File: config.mk
export PLATFORM = sky130hd
export DESIGN_NAME = astm_serial_port
export DESIGN_NICKNAME = d
export VERILOG_FILES = /design/src/astm_pkg.sv /design/src/astm_sync.sv /design/src/astm_serial_port.sv
export SDC_FILE = /design/constraint.sdc
export NUM_CORES = 1
export LEC_CHECK = 0
export ABC_AREA = 1
export CAP_MARGIN = 10
export CORE_MARGIN = 1.5
export CORE_UTILIZATION = 60
export CTS_CLUSTER_DIAMETER = 100
export DETAILED_ROUTE_END_ITERATION = 7
export DONT_BUFFER_PORTS = 1
export PLACE_DENSITY = 0.76
export SYNTH_ARGS = -nofsm -noshare
export SYNTH_HDL_FRONTEND = slang
export SYNTH_SLANG_ARGS = --single-unit
File: constraint.sdc
create_clock -name ref_clk -period 5.4 [get_ports ref_clk]
set_input_delay 0.81 -clock ref_clk [delete_from_list [all_inputs] [get_ports ref_clk]]
set_output_delay 0.81 -clock ref_clk [all_outputs]
set_load 0.02 [all_outputs]
File: src/astm_pkg.sv
package astm_pkg;
   // Clock and timing
   localparam int CLK_HZ = 100_000_000;
   localparam int POR_TIME_MS = 4;
   localparam int POR_CYCLES = POR_TIME_MS * (CLK_HZ / 1000);
   localparam int PROBE_TIME_US = 12;
   localparam int PROBE_CYCLES = PROBE_TIME_US * (CLK_HZ / 1_000_000);
   // Probe delay with an external oscillator, in tenths of its period
   localparam int EXT_OSC_PERIODS_X10 = 36;
   localparam int EXT_OSC_HZ = 307_200;
   localparam int INT_SCK_HALF_CYCLES = 50;
   localparam int TMR_W = 20;
   // Word layout
   localparam int WORD_BITS = 32;
   localparam int RESULT_BITS = WORD_BITS - 1;
   localparam int IN_BITS = 16;
   localparam int CNT_W = 6;
   localparam logic [CNT_W-1:0] LAST_EDGE = 6'h1f;
   localparam logic [CNT_W-1:0] CHAN_FALLS = 6'h08;
   localparam logic [CNT_W-1:0] CFG_FALLS = 6'h10;
   // Reset values
   localparam logic [7:0] CHAN_RESET = 8'h00;
   localparam logic [7:0] CFG_RESET = 8'h00;

   typedef enum logic [2:0] {ST_POR, ST_CONV, ST_SLEEP, ST_WAIT, ST_DATA} astm_state_t;
   typedef enum logic [1:0] {MD_EXT, MD_INT_SINGLE, MD_INT_CONT} astm_mode_t;

   typedef struct packed {
      logic [7:0] chan;
      logic [7:0] cfg;
   } astm_sel_t;

   typedef struct packed {
      logic sck_out;
      logic sck_oe;
      logic sck_pullup;
      logic sdo_out;
      logic sdo_oe;
   } astm_pins_t;
endpackage

File: src/astm_sync.sv
`timescale 1ns/1ps
`default_nettype none
module astm_sync #(
   parameter int W = 1
) (
   // Clock and reset
   input wire logic ref_clk,
   input wire logic reset,
   // Asynchronous levels in, synchronised levels out
   input wire logic [W-1:0] d,
   output var logic [W-1:0] q
);
   logic [W-1:0] meta;

   if (W < 1) begin : g_bad_width
      $error("astm_sync needs at least one bit");
   end

   always_ff @(posedge ref_clk) begin
      if (reset) begin
         meta <= '0;
         q <= '0;
      end else begin
         meta <= d;
         q <= meta;
      end
   end
endmodule
`default_nettype wire

File: src/astm_serial_port.sv
`timescale 1ns/1ps
`default_nettype none
module astm_serial_port #(
   parameter int POR_CYCLES_P = astm_pkg::POR_CYCLES,
   parameter int EXT_OSC_HZ_P = astm_pkg::EXT_OSC_HZ,
   parameter int SCK_HALF_P = astm_pkg::INT_SCK_HALF_CYCLES
) (
   // Clock and reset
   input wire logic ref_clk,
   input wire logic reset,
   // Serial pins
   input wire logic cs_n,
   input wire logic sck_in,
   input wire logic sdi,
   input wire logic ext_osc_sel,
   output var astm_pkg::astm_pins_t pins,
   // Converter core
   input wire logic conv_done,
   input wire logic [astm_pkg::RESULT_BITS-1:0] conv_result,
   output var logic conv_start,
   output var logic converting,
   output var astm_pkg::astm_sel_t sel
);
   import astm_pkg::*;

   localparam int EXT_PROBE = (CLK_HZ / 10) * EXT_OSC_PERIODS_X10 / EXT_OSC_HZ_P;
   localparam logic [TMR_W-1:0] POR_LOAD = TMR_W'(POR_CYCLES_P - 1);
   localparam logic [TMR_W-1:0] HALF_LOAD = TMR_W'(SCK_HALF_P - 1);
   localparam logic [TMR_W-1:0] PROBE_INT_LOAD = TMR_W'(PROBE_CYCLES - 1);
   localparam logic [TMR_W-1:0] PROBE_EXT_LOAD = TMR_W'(EXT_PROBE - 1);
   localparam logic [TMR_W-1:0] TMR_ONE = 20'h00001;
   localparam logic [CNT_W-1:0] CNT_ONE = 6'h01;

   if (SCK_HALF_P < 2 || EXT_PROBE < 1 || POR_CYCLES_P < 2 || POR_CYCLES_P >= 2 ** TMR_W) begin : g_bad_param
      $error("astm_serial_port parameters out of range");
   end

   logic [3:0] sync_q;
   logic cs_s, sck_s, sdi_s, osc_s;
   logic cs_q, sck_q, sck_drv, next_sck_drv;
   astm_state_t state, next_state;
   astm_mode_t mode, next_mode;
   astm_mode_t cs_mode_pick;
   logic [TMR_W-1:0] tmr, next_tmr;
   logic [CNT_W-1:0] rise_cnt, fall_cnt;
   logic [WORD_BITS-1:0] out_sr;
   logic [IN_BITS-1:0] in_word;

   astm_sync #(.W(4)) u_sync (
      .ref_clk(ref_clk),
      .reset(reset),
      .d({cs_n, sck_in, sdi, ext_osc_sel}),
      .q(sync_q)
   );
   assign {cs_s, sck_s, sdi_s, osc_s} = sync_q;

   // Edge and event decode
   wire tmr_done = (tmr == '0);
   wire int_mode = (mode != MD_EXT);
   wire io_state = (state == ST_SLEEP) || (state == ST_DATA);
   wire cs_rise = cs_s & ~cs_q;
   wire cs_fall = ~cs_s & cs_q;
   wire ext_rise = (mode == MD_EXT) & io_state & ~cs_s & sck_s & ~sck_q;
   wire ext_fall = (mode == MD_EXT) & (state == ST_DATA) & ~cs_s & ~sck_s & sck_q;
   wire int_rise = int_mode & tmr_done & ((state == ST_WAIT) | ((state == ST_DATA) & ~sck_drv));
   wire int_fall = int_mode & tmr_done & (state == ST_DATA) & sck_drv;
   wire rise_ev = ext_rise | int_rise;
   wire fall_ev = ext_fall | int_fall;
   wire ext_word_end = (mode == MD_EXT) & fall_ev & (fall_cnt == LAST_EDGE);
   wire int_word_end = int_mode & rise_ev & (rise_cnt == LAST_EDGE);
   wire aborted = (state == ST_DATA) & cs_rise & (mode != MD_INT_CONT);
   wire por_end = (state == ST_POR) & tmr_done;
   wire data_end = (state == ST_DATA) & (ext_word_end | int_word_end | aborted);
   wire start_conv = por_end | data_end;
   wire take_chan = data_end & (fall_cnt >= CHAN_FALLS);
   wire take_cfg = data_end & (fall_cnt >= CFG_FALLS);
   wire [TMR_W-1:0] probe_load = osc_s ? PROBE_EXT_LOAD : PROBE_INT_LOAD;
   assign cs_mode_pick = sck_s ? MD_INT_SINGLE : MD_EXT;

   always_comb begin
      next_state = state;
      next_mode = mode;
      next_tmr = tmr_done ? tmr : tmr - TMR_ONE;
      next_sck_drv = sck_drv;
      case (state)
         ST_POR: begin
            if (tmr_done) begin
               next_mode = sck_s ? (cs_s ? MD_INT_SINGLE : MD_INT_CONT) : MD_EXT;
            end
         end
         ST_CONV: begin
            if (conv_done) begin
               next_sck_drv = 1'b0;
               if (mode == MD_INT_CONT) begin
                  next_state = ST_WAIT;
                  next_tmr = HALF_LOAD;
               end else if ((mode == MD_INT_SINGLE) && !cs_s) begin
                  next_state = ST_WAIT;
                  next_tmr = probe_load;
               end else begin
                  next_state = ST_SLEEP;
               end
            end
         end
         ST_SLEEP: begin
            if ((mode == MD_INT_SINGLE) && !cs_s && !cs_fall) begin
               next_state = ST_WAIT;
               next_tmr = probe_load;
            end else if (rise_ev) begin
               next_state = ST_DATA;
            end
         end
         ST_WAIT: begin
            if ((mode == MD_INT_SINGLE) && cs_s) begin
               next_state = ST_SLEEP;
            end else if (rise_ev) begin
               next_state = ST_DATA;
               next_sck_drv = 1'b1;
               next_tmr = HALF_LOAD;
            end
         end
         ST_DATA: begin
            if (int_rise | int_fall) begin
               next_sck_drv = int_rise;
               next_tmr = HALF_LOAD;
            end
         end
         default: begin
            next_state = ST_POR;
         end
      endcase
      if (cs_fall && (state != ST_POR) && (state != ST_DATA)) begin
         next_mode = cs_mode_pick;
      end
      if (start_conv) begin
         next_state = ST_CONV;
         next_sck_drv = 1'b1;
      end
   end

   always_ff @(posedge ref_clk) begin
      if (reset) begin
         state <= ST_POR;
         mode <= MD_EXT;
         tmr <= POR_LOAD;
         sck_drv <= 1'b0;
         cs_q <= 1'b1;
         sck_q <= 1'b0;
      end else begin
         state <= next_state;
         mode <= next_mode;
         tmr <= next_tmr;
         sck_drv <= next_sck_drv;
         cs_q <= cs_s;
         sck_q <= sck_s;
      end
   end

   // Edge counters, cleared when a conversion starts
   always_ff @(posedge ref_clk) begin
      if (reset || start_conv) begin
         rise_cnt <= '0;
         fall_cnt <= '0;
      end else begin
         if (rise_ev) begin
            rise_cnt <= rise_cnt + CNT_ONE;
         end
         if (fall_ev) begin
            fall_cnt <= fall_cnt + CNT_ONE;
         end
      end
   end

   // Input word, first bit on the first rise
   always_ff @(posedge ref_clk) begin
      if (reset) begin
         in_word <= '0;
      end else if (rise_ev && (rise_cnt < CNT_W'(IN_BITS))) begin
         in_word[IN_BITS - 1 - int'(rise_cnt)] <= sdi_s;
      end
   end

   // Output word: leading zero is the done flag, then the result
   always_ff @(posedge ref_clk) begin
      if (reset) begin
         out_sr <= '0;
      end else if ((state == ST_CONV) && conv_done) begin
         out_sr <= {1'b0, conv_result};
      end else if (fall_ev) begin
         out_sr <= {out_sr[WORD_BITS-2:0], 1'b0};
      end
   end

   // Settings take effect with the conversion they start
   always_ff @(posedge ref_clk) begin
      if (reset) begin
         sel <= '{chan: CHAN_RESET, cfg: CFG_RESET};
      end else begin
         if (take_chan) begin
            sel.chan <= in_word[IN_BITS-1 -: 8];
         end
         if (take_cfg) begin
            sel.cfg <= in_word[7:0];
         end
      end
   end

   // Registered pins and core strobes
   always_ff @(posedge ref_clk) begin
      if (reset) begin
         pins <= '{sck_out: 1'b0, sck_oe: 1'b0, sck_pullup: 1'b1, sdo_out: 1'b0, sdo_oe: 1'b0};
         conv_start <= 1'b0;
         converting <= 1'b0;
      end else begin
         pins.sck_out <= sck_drv;
         pins.sck_oe <= int_mode && !cs_s && (state != ST_POR);
         pins.sck_pullup <= (state == ST_POR) || cs_s;
         pins.sdo_out <= (state == ST_CONV) || out_sr[WORD_BITS-1];
         pins.sdo_oe <= !cs_s && (state != ST_POR);
         conv_start <= start_conv;
         converting <= (state == ST_CONV);
      end
   end
endmodule
`default_nettype wire

* Word level (Yosys, flattened, before mapping)
Cells that the tools add are included.
** Operators by class
- Add/sub/neg operators :: 4
- $lt $le $gt $ge :: 5
- Equal/unequal tests :: 16
- Multiplexer cells :: 35
- Bitwise gates (word level) :: 38
- Reductions and logical operators :: 33
** Operators with widths (count)
- 20-bit 2-to-1 mux :: 8
- 20-bit case mux with 4 select lines :: 1
- 31-bit 2-to-1 mux :: 2
- 1-bit AND :: 25
- 20-bit logical NOT :: 1
- 20-bit by 1-bit subtractor with 20-bit output (second input constant) :: 1
- 16-bit bitwise mux :: 1
- 6-bit by 1-bit adder with 6-bit output (second input constant) :: 2
- 6-bit by 5-bit equality test with 1-bit output (second input constant) :: 2
- 3-bit 2-to-1 mux :: 4
- 3-bit inequality test (second input constant) :: 4
- 3-bit case mux with 4 select lines :: 1
- 1-bit logical AND :: 11
- 1-bit 2-to-1 mux :: 10
- 2-bit 2-to-1 mux :: 5
- 2-bit nonzero test :: 4
- 7-bit by 1-bit greater-or-equal comparator with 1-bit output (second input constant) :: 1
- 7-bit by 6-bit less-than comparator with 1-bit output (second input constant) :: 1
- 1-bit OR :: 7
- 4-bit by 6-bit subtractor with 7-bit output (first input constant) :: 1
- 3-bit by 2-bit equality test with 1-bit output (second input constant) :: 2
- 6-bit by 4-bit greater-or-equal comparator with 1-bit output (second input constant) :: 1
- 6-bit by 5-bit greater-or-equal comparator with 1-bit output (second input constant) :: 1
- 6-bit by 5-bit less-than comparator with 1-bit output (second input constant) :: 1
- 20 further kinds :: 34
** Word-level totals
- Bits in registers :: 119
- Input bits :: 38

* Depth between registers and ports, before layout
Gate-level depths: netlist of the first run.
- Depth after elaboration :: 15
- Mapped depth :: 16
- Gate-level depth less buffers :: 15

* Cells and area by module
Synthesis of the first run repeated with hierarchy kept, for this count alone.
** Second synthesis, totals
- Cells, all modules :: 764
- Area total of the unflattened synthesis :: 5544.1 um^2
** Modules (own cells, without submodules)
- astm_serial_port :: times used 1, cells an instance 739, area an instance 5312.6 um^2
- astm_sync :: times used 1, cells an instance 25, area an instance 231.5 um^2

* Least setup slack after synthesis of the first run
No wires, ideal clock.
- Path kind :: flip-flop to flip-flop
- From :: register tmr[0]
- To :: register sel[10] in the netlist's numbering
- Library setup time :: 0.110 ns
- Arrival time :: 1.838 ns
- Setup slack :: 3.452 ns
- Stages on the path, launching flop included :: 17
- Clock period less this slack :: 1.948 ns
- Path through :: dfxtp_1 inv_1 ha_1 clkbuf_2 nand2_2 nor2_4 nand2_2 nor2_4 buf_6 nand4_2 nand3_2 nand2_2 inv_4 buf_6 nand3_1 nand2_1 nor2_1
** Between the ends
- Longest elaborated chain between the ends :: 11
- Elaborated cells between the ends (all ways) :: 15
** Ends and longest elaborated chain
- from (decl) :: line astm_serial_port.sv:44 : logic [TMR_W-1:0] tmr, next_tmr;
- from (signal assigned) :: line astm_serial_port.sv:152 : tmr <= next_tmr;
- 20-bit logical NOT * :: line astm_serial_port.sv:58 : wire tmr_done = (tmr == '0);
- 1-bit AND * :: line astm_serial_port.sv:65, astm_serial_port.sv:66
- 1-bit AND (2 in series) :: line astm_serial_port.sv:66 : wire int_fall = int_mode & tmr_done & (state == ST_DATA) & sck_drv;
- 1-bit OR :: line astm_serial_port.sv:68 : wire fall_ev = ext_fall | int_fall;
- 1-bit AND (2 in series) :: line astm_serial_port.sv:69 : wire ext_word_end = (mode == MD_EXT) & fall_ev & (fall_cnt == LAST_EDGE);
- 1-bit OR * (2 in series) :: line astm_serial_port.sv:73 : wire data_end = (state == ST_DATA) & (ext_word_end | int_word_end | aborted);
- 1-bit AND * :: line astm_serial_port.sv:73
- 1-bit AND * :: line astm_serial_port.sv:75 : wire take_chan = data_end & (fall_cnt >= CHAN_FALLS);
- to (signal assigned) :: line astm_serial_port.sv:197 : sel <= '{chan: CHAN_RESET, cfg: CFG_RESET};
- to (decl) :: line astm_serial_port.sv:22 : output var astm_pkg::astm_sel_t sel
Every way passes the cells marked *; elsewhere a longest branch is shown, timed or not.
A chain may end at the register's enable or synchronous reset.

* Worst setup path after layout of the first run
- From :: register tmr[0]
- To :: register out_sr[25]
** Between the ends
- Longest elaborated chain between the ends :: 6
** Ends and longest elaborated chain
- 20-bit logical NOT :: line astm_serial_port.sv:58
- 1-bit AND (3 in series) :: line astm_serial_port.sv:66
- 1-bit OR :: line astm_serial_port.sv:68
- 2-bit nonzero test (no line)
- to (signal assigned) :: line astm_serial_port.sv:188 : out_sr <= {1'b0, conv_result};
- to (signal assigned) :: line astm_serial_port.sv:190 : out_sr <= {out_sr[WORD_BITS-2:0], 1'b0};
- to (decl) :: line astm_serial_port.sv:46 : logic [WORD_BITS-1:0] out_sr;
No other way between the ends.

==> impl_metrics.tcl, run 1 <==
set metrics [dict create \
    outcome "finished clean" \
    grtUsageTotal_pct 25.1 \
    drtPass1Iterations 4 \
    die_w_um 104 \
    max_slew_margin_pct 23.5 \
    path_clk_slew_ns 0.06 \
    avgSynthCellArea_um2 7.00 \
    n_antenna_cell 0 \
    gp_congestion 0.965 \
    yosys.cell_types.count 46 \
    pwr-share-clk_pct 53.7 \
    p_sw_share_pct 20.7 \
    crit_required_ns 5.86 \
    core.rowCount 36 \
    cts_setup_buffers 0 \
    final_util_pct 67.6 \
    syn2layout_area_growth_pct 8.60 \
    dp.cells 977 \
    crit_path_end_kind "flip-flop" \
    leakagePower_uw 0.00273 \
    fin_nets 908 \
    placed_area_mm2 0.00611 \
    grt_overflow_total 0 \
    cts.sinks 119 \
    synth_area_mm2 0.00614 \
    tightest_slew_ns 1.15 \
    p_seq_share_pct 45.0 \
    antenna_found_initial 0 \
    powerDensity_mw_per_mm2 297 \
    post_cts_resized 0 \
    p_sw_uw 409 \
    core_mm2 0.00986 \
    insertion_delay_ns 0.53 \
    wl_per_cell_um 12.7 \
    synthArstFlopShare_pct 0 \
    arrival_ns 3.76 \
    ys_ff_latch 119 \
    comb_power_share_pct 1.3 \
    h-tree-depth 4 \
    yosysWarnings 0 \
    period_needed_ns 3.29 \
    synth_area_leaders "dfxtp_1 39%, nand2_1 10%, inv_1 9.3%, nor2_1 7.5%, a21oi_1 4.6%" \
    syn_nets 922 \
    final.setup.tns_ns 0 \
    syn_inst 877 \
    holdWs_ns 0.343 \
    skew_ns 0.00940 \
    start_kind "flip-flop" \
    dr.first_iter.drc_count 248 \
    die_area_mm2 0.0108 \
    antenna_left 0 \
    yosys-top-cells-count "171 x nand2_1, 152 x inv_1, 122 x nor2_1" \
    p_int_uw 1570 \
    cts_root_buffer "clkbuf_8" \
    min_path_type "in2reg" \
    synth_top_area_share_pct 38.8 \
    hold_viol_final 0 \
    start_util_pct 62.2 \
    place.port_buffers 0 \
    postLayoutCellArea_mm2 0.00667 \
    critical_path.max_fanout 39 \
    fin_crit_sh_pct 61.0 \
    slew_violations 0 \
    ios 61 \
    setup_viol 0 \
    layout.cells.non_filler 1009 \
    yosysSeqAreaShare_pct 38.8 \
    ir_worst_vdd_mv 0.194 \
    grt_pass1_vias 5004 \
    rsz0062_at_grt "false" \
    layout-drive-gt1-share_pct 10.5 \
    synth_edf_count 0 \
    die_y_um 104 \
    route.detailed.drc 0 \
    synth_largest_area_cell "dfxtp_1" \
    yosysMostFrequentCell "nand2_1" \
    max-cap-violations 0 \
    grt_max_degree 67 \
    numCtsBuffers 17 \
    cts.path.max_buffers 2 \
    reg2reg_setup_slack_ns 2.11 \
    grt_pass1_wl_mm 22.3 \
    tritoncts "done" \
    via_count 5268 \
    fillerInstances 847 \
    ctsHoldBuffers 0 \
    fmax_mhz 304 \
    avgViaCountPerCell 5.22 \
    synth_ff_type "dfxtp_1" \
    wl_mm 12.8 \
    dp_hpwl_mm 8.76 \
    path_class "reg2reg" \
]
-- per-stage QoR --
step	worst slack (ns)	power [uW]
finish	2.11	1980
global route	1.74	2040
CTS	2.08	1990
detailed placement	2.09	933
global placement	2.24	933
floorplan	3.45	935
-- per-layer routing --
| layer | up-vias | global-route usage, % | routed length [um] |
|---|---|---|---|
| li1 | 2734 | - | - |
| met4 | 0 | 11.6 | 333 |
| met2 | 131 | 41.5 | 6060 |
| met5 | - | 0 | 0 |
| met3 | 30 | 7.39 | 734 |
| met1 | 2373 | 30.0 | 5690 |
-- cell families after synthesis --
logic type	count (synthesis)	synth area share, %
buffers and inverters	194	13.2
DFF	119	38.8
and+or+nand+nor	402	28.9
AOI/OAI and AO/OA	140	15.5
adders and majority gates	7	1.43
xor gates and xnor gates	15	2.14
-- registers in the layout, indices dropped and copies added, names as in the netlist --
register	count
cs_q	1
sck_drv	1
fall_cnt	6
out_sr	32
u_sync.meta	4
sel	16
converting	1
rise_cnt	6
mode	2
tmr	20
sck_q	1
u_sync.q	4
in_word	16
conv_start	1
state	3
pins	5
-- worst max-delay path: stages (launching register included) --
cell and delay [ns]:
dfxtp_1 0.31, inv_1 0.07, ha_1 0.31, nand2_2 0.15
nor2_4 0.05, nand2_2 0.10, nor2_4 0.08, nand2_2 0.09
nor2_2 0.05, nand2_1 0.07, nand2_2 0.48, nor2_2 1.09
nand2_1 0.18, a21oi_2 0.18
-- power groups by stage --
stage | combinational (uW) | clock, uW | sequential, uW
2_1_floorplan | 29.8 | 0 | 905
3_3_place_gp | 25.4 | 0 | 908
3_5_place_dp | 25.7 | 0 | 908
4_1_cts | 26.0 | 1080 | 889
5_1_grt | 30.2 | 1120 | 889
6_report | 25.9 | 1060 | 889
-- cell usage in the layout (no fill, tap or decap), drive strengths merged, types with 11 or more instances in the layout --
cell type    n
inv        158
xor2        14
a21oi       68
o21a        12
clkbuf      23
nor2       131
a22oi       31
nand2      183
nor3        11
nand4       26
nand3       43
o21ai       19
dfxtp      119
-- worst paths after layout --
| check | startpoint | endpoint | depth (start not counted) |
|---|---|---|---|
| setup / recovery | tmr[0] | out_sr[25] | 13 |
| hold / removal | reset | out_sr[29] | 1 |
| setup reg to reg | tmr[0] | out_sr[25] | 13 |
| hold reg to reg | u_sync.meta[3] | u_sync.q[3] | 2 |
-- cell type report --
type	count	area, um2	area share (%)
Multi-Input combinational cell	564	2950	44.3
Inverter	160	603	9.05
Clock buffer	23	457	6.85
Sequential cell	119	2380	35.7
Tap cell	133	166	2.50
Timing Repair Buffer	1	7.51	0.113
Clock inverter	9	100	1.50
(Power assumes the default switching activity.)
==> run 2: changes to the inputs <==
Settings changed: ABC_AREA 1 to 0, CORE_UTILIZATION 60 to 57, PLACE_DENSITY 0.76 to 0.75.
Clock period 5.4 ns to 2.9 ns, I/O delays scaled along.
==> impl_metrics.tcl, run 2 <==
set metrics [dict create \
    outcome "finished clean" \
    yosysSeqAreaShare_pct 42.0 \
    dr.first_iter.drc_count 344 \
    grt_max_degree 43 \
    place.port_buffers 0 \
    yosysMostFrequentCell "dfxtp_1" \
    syn2layout_area_growth_pct 14.5 \
    die_w_um 103 \
    yosys-top-cells-count "119 x dfxtp_1, 82 x o21ai_0, 70 x a21oi_1" \
    wl_mm 13.8 \
    antenna_found_initial 0 \
    whs_path_depth 1 \
    wl_met3_um 943 \
    critical_path.slowest_cell "or4_4" \
    yosys.cell_types.count 54 \
    cts.sinks 119 \
    insertion_delay_ns 0.53 \
    synthArstFlopShare_pct 0 \
    synth_top_area_share_pct 42.0 \
    max_slew_margin_pct 26.9 \
    synth_largest_area_cell "dfxtp_1" \
    ios 61 \
    cp_num_cells 7 \
    start_kind "flip-flop" \
    hold_viol_final 0 \
    cp_top_family "simple AND/OR/NAND/NOR gates" \
    period_needed_ns 2.79 \
    crit_buf_inv 1 \
    n_antenna_cell 0 \
    die_area_mm2 0.0105 \
    critical_path.max_fanout 11 \
    slew_violations 0 \
    avgViaCountPerCell 6.27 \
    fin_nets 727 \
    setup_viol 0 \
    max-cap-violations 0 \
    fin_crit_sh_pct 96.2 \
    path_clk_slew_ns 0.06 \
    met2WireLength_mm 6.43 \
    antenna_left 0 \
    synth_area_mm2 0.00567 \
    leakagePower_uw 0.00211 \
    grtUsageTotal_pct 27.3 \
    ir_worst_vdd_mv 0.449 \
    grt_pass1_wl_mm 22.4 \
    grt_overflow_total 0 \
    via_count 5191 \
    cts_root_buffer "clkbuf_8" \
    ys_ff_latch 119 \
    cpPeakStageDelay_ns 0.56 \
    syn_nets 745 \
    powerDensity_mw_per_mm2 622 \
    reg2regPathDepth 7 \
    synth_area_leaders "dfxtp_1 42%, o21ai_0 7.2%, a21oi_1 6.2%, nand2_1 4.3%, a31oi_1 3.6%" \
    largest_register_ff_count 32 \
    synth_edf_count 0 \
    final_cell_mix "119 x dfxtp_1, 82 x o21ai_0, 70 x a21oi_1" \
    crit_path_end_kind "flip-flop" \
    drtPass1Iterations 5 \
    postLayoutCellArea_mm2 0.00649 \
    core_mm2 0.00973 \
    placed_area_mm2 0.00580 \
    min_path_type "in2reg" \
    dp_hpwl_mm 8.70 \
    grt_pass1_vias 4701 \
    arrival_ns 3.24 \
    crit_path_cell_trace "inv_1, ha_1, or3b_2, or4_4, o31a_2, or4_1, a21oi_1" \
    path_class "reg2reg" \
    avgSynthCellArea_um2 8.10 \
    rsz0062_at_grt "false" \
    tightest_slew_ns 1.09 \
    fmax_mhz 358 \
    tritoncts "done" \
    syn_inst 700 \
    gp_congestion 0.923 \
    numCtsBuffers 17 \
    layout_commonest_cell "dfxtp_1" \
    reg_top3 "out_sr x32, tmr x20" \
    crit_required_ns 3.35 \
    synth_ff_type "dfxtp_1" \
    wl_met1_mm 6.16 \
    core.rowCount 36 \
    cts.path.max_buffers 2 \
    yosysWarnings 0 \
    final.setup.tns_ns 0 \
    highest_layer "met4" \
    largest_register "out_sr" \
    h-tree-depth 4 \
    layout-drive-gt1-share_pct 10.2 \
    wl_per_cell_um 16.7 \
    route.detailed.drc 0 \
    skew_ns 0.0114 \
    die_y_um 103 \
    start_util_pct 58.2 \
]
[run 2: changes by cell type after synthesis, sizes merged, moves of 13 or more]
cell,delta
a22oi,-27
a31oi,+33
clkbuf,+38
inv,-141
mux2i,+18
nand2,-118
nand3,-29
nor2,-103
nor2b,+15
o21ai,+75
or4,+13
xnor2,+13
[run 2: kinds of logic after synthesis]
logic type | Yosys count | share of synthesized area, %
AOI/OAI and AO/OA | 250 | 25.7
and+or+nand+nor | 209 | 19.4
DFF | 119 | 42.0
buffers and inverters | 80 | 5.52
muxes | 18 | 3.18
xor gates and xnor gates | 17 | 2.63
adders and majority gates | 7 | 1.55
[run 2: path summary, 6_finish.rpt]
check	from	to	slack, ns
worst min register to register	u_sync.meta[1]	u_sync.q[1]	0.45
worst max-delay path	tmr[0]	fall_cnt[3]	0.11
worst max register to register	tmr[0]	fall_cnt[3]	0.11
worst min-delay path	reset	pins[4]	0.03
[run 2: metal layers]
layer,global-route usage [%],vias up
met3,7.80,28
met4,12.1,0
li1,-,2529
met5,0,-
met1,35.3,2434
met2,42.4,200
[run 2: area by class of cell]
class	instances	area, um2
Inverter	18	67.6
Multi-Input combinational cell	501	3000
Fill cell	805	3240
Tap cell	133	166
Sequential cell	119	2380
Clock buffer	24	490
Timing Repair Buffer	25	213
Clock inverter	8	165
[run 2: report_power, final]
part | internal [uW] | leakage, uW | switching [uW] | total (uW)
Sequential | 1650 | 0.000961 | 12.4 | 1660
Clock | 1590 | 0.000325 | 703 | 2300
Combinational | 28.0 | 0.000821 | 53.4 | 81.3
[run 2: stage by stage]
stage	util (%)	power (uW)	std cells	hold slack (ns)	setup slack, ns
2_1_floorplan	-	1750	700	0.414	0.335
5_1_grt	66.7	4160	828	0.000415	0.0145
4_1_cts	66.6	4070	828	0.00521	0.151
3_3_place_gp	59.6	1760	795	0.431	0.240
3_5_place_dp	59.6	1760	795	0.437	0.179
6_report	66.7	4040	828	0.0275	0.110
[run 2: what timing repair did]
action	CTS	global route
hold buffers	1	0
gates resized for setup	0	2
hold endpoints to repair	40	0
buffers inserted	0	0
setup endpoints to repair	0	2
==> run 3: changes to the inputs <==
==> constraint.sdc (replaced) <==
create_clock -name ref_clk -period 2.9 [get_ports ref_clk]
set_input_delay 0.58 -clock ref_clk [delete_from_list [all_inputs] [get_ports ref_clk]]
set_output_delay 0.58 -clock ref_clk [all_outputs]
set_load 0.02 [all_outputs]
==> impl_metrics.tcl, run 3 (synthesized netlist as in run 2, its figures left out) <==
set metrics [dict create \
    wl_per_cell_um 16.7 \
    start_util_pct 58.2 \
    final_util_pct 66.5 \
    rsz0062_at_grt "false" \
    final.setup.tns_ns 0 \
    insertion_delay_ns 0.53 \
    grt_max_degree 48 \
    path_class "reg2reg" \
    core.rowCount 36 \
    fillerInstances 806 \
    route.detailed.drc 0 \
    grt_overflow_total 0 \
    die_area_mm2 0.0105 \
    antenna_found_initial 0 \
    dp_hpwl_mm 8.70 \
    largest_register "out_sr" \
    arrival_ns 3.24 \
    avgViaCountPerCell 6.26 \
    whs_path_depth 1 \
    grt_pass1_vias 4673 \
    crit_required_ns 3.36 \
    max-cap-violations 0 \
    ir_worst_vdd_mv 0.449 \
    powerDensity_mw_per_mm2 623 \
    place.port_buffers 0 \
    numCtsBuffers 17 \
    cts.path.max_buffers 2 \
    ios 61 \
    min_path_type "in2reg" \
    reg2regPathDepth 7 \
    max_slew_margin_pct 27.3 \
    grt_pass1_wl_mm 22.3 \
    tritoncts "done" \
    outcome "finished clean" \
    n_antenna_cell 0 \
    path_clk_slew_ns 0.06 \
    critical_path.max_fanout 11 \
    final_cell_mix "119 x dfxtp_1, 82 x o21ai_0, 70 x a21oi_1" \
    core_mm2 0.00973 \
    cts.sinks 119 \
    period_needed_ns 2.79 \
    die_y_um 103 \
    leakagePower_uw 0.00210 \
    dr.first_iter.drc_count 355 \
    fin_nets 726 \
    wl_mm 13.8 \
    h-tree-depth 4 \
    layout_commonest_cell "dfxtp_1" \
    fmax_mhz 359 \
    gp_congestion 0.923 \
    layout-drive-gt1-share_pct 10.1 \
    antenna_left 0 \
    syn2layout_area_growth_pct 14.1 \
    reg_top3 "out_sr x32, tmr x20" \
    cts_setup_buffers 0 \
    drtPass1Iterations 5 \
    crit_path_end_kind "flip-flop" \
    via_count 5178 \
    tightest_slew_ns 1.08 \
    setup_viol 0 \
    fin_crit_sh_pct 96.1 \
    cts_root_buffer "clkbuf_8" \
    grtUsageTotal_pct 27.1 \
    die_w_um 103 \
    start_kind "flip-flop" \
    largest_register_ff_count 32 \
    slew_violations 0 \
    skew_ns 0.0137 \
    hold_viol_final 0 \
]
## run 3: critical path: stages, from the launching register on
cell and delay [ns]:
dfxtp_1 0.33, inv_1 0.07, ha_1 0.18, or3b_2 0.53, or4_4 0.56, o31a_2 0.42
or4_1 0.48, a21oi_1 0.14
## run 3: through the flow
| step | std cells | setup slack [ns] | power (uW) | cell area (um2) | hold WS (ns) |
|---|---|---|---|---|---|
| floorplan | 700 | 0.335 | 1750 | 5670 | 0.414 |
| global placement | 795 | 0.240 | 1760 | 5800 | 0.431 |
| detailed placement | 795 | 0.179 | 1760 | 5800 | 0.437 |
| CTS | 827 | 0.151 | 4050 | 6460 | 0.0997 |
| global route | 827 | 0.0145 | 4150 | 6470 | 0.0988 |
| finish | 827 | 0.112 | 4030 | 6470 | 0.119 |
## run 3: final timing paths
| kind | start | endpoint | slack, ns |
|---|---|---|---|
| worst max register to register | tmr[0] | fall_cnt[3] | 0.11 |
| worst min register to register | u_sync.meta[1] | u_sync.q[1] | 0.44 |
| worst max-delay path | tmr[0] | fall_cnt[3] | 0.11 |
| worst min-delay path | reset | u_sync.q[1] | 0.12 |
## run 3: final cells by class
class                      count  area, um2  share of cell area, %
tap                          133        166                   2.57
timing repair buffer          24        193                   2.98
clock buffer                  24        490                   7.59
inverter                      18       67.6                   1.04
multi-input combinational    501       3000                   46.4
sequential                   119       2380                   36.8
clock inverter                 8        165                   2.55
## run 3: per-layer routing
metal / vias up / global-route usage [%] / share of wire [%]
met4: 0 / 11.9 / 1.8
met5: - / 0 / 0
met1: 2424 / 35.3 / 45
met3: 27 / 7.39 / 7.3
met2: 203 / 42.0 / 46
li1: 2524 / - / -
## run 3: power by group
group / switching, uW / internal (uW) / total (uW)
clock: 708 / 1590 / 2300
sequential: 12.4 / 1650 / 1660
combinational: 43.8 / 25.1 / 69.0
total: 765 / 3270 / 4030
## run 3: repair_timing
| action | 4_1_cts | 5_1_grt |
|---|---|---|
| endpoints found under the hold margin | 0 | 0 |
| hold buffers | 0 | 0 |
| setup endpoints to repair | 0 | 2 |
| resized for setup | 0 | 2 |
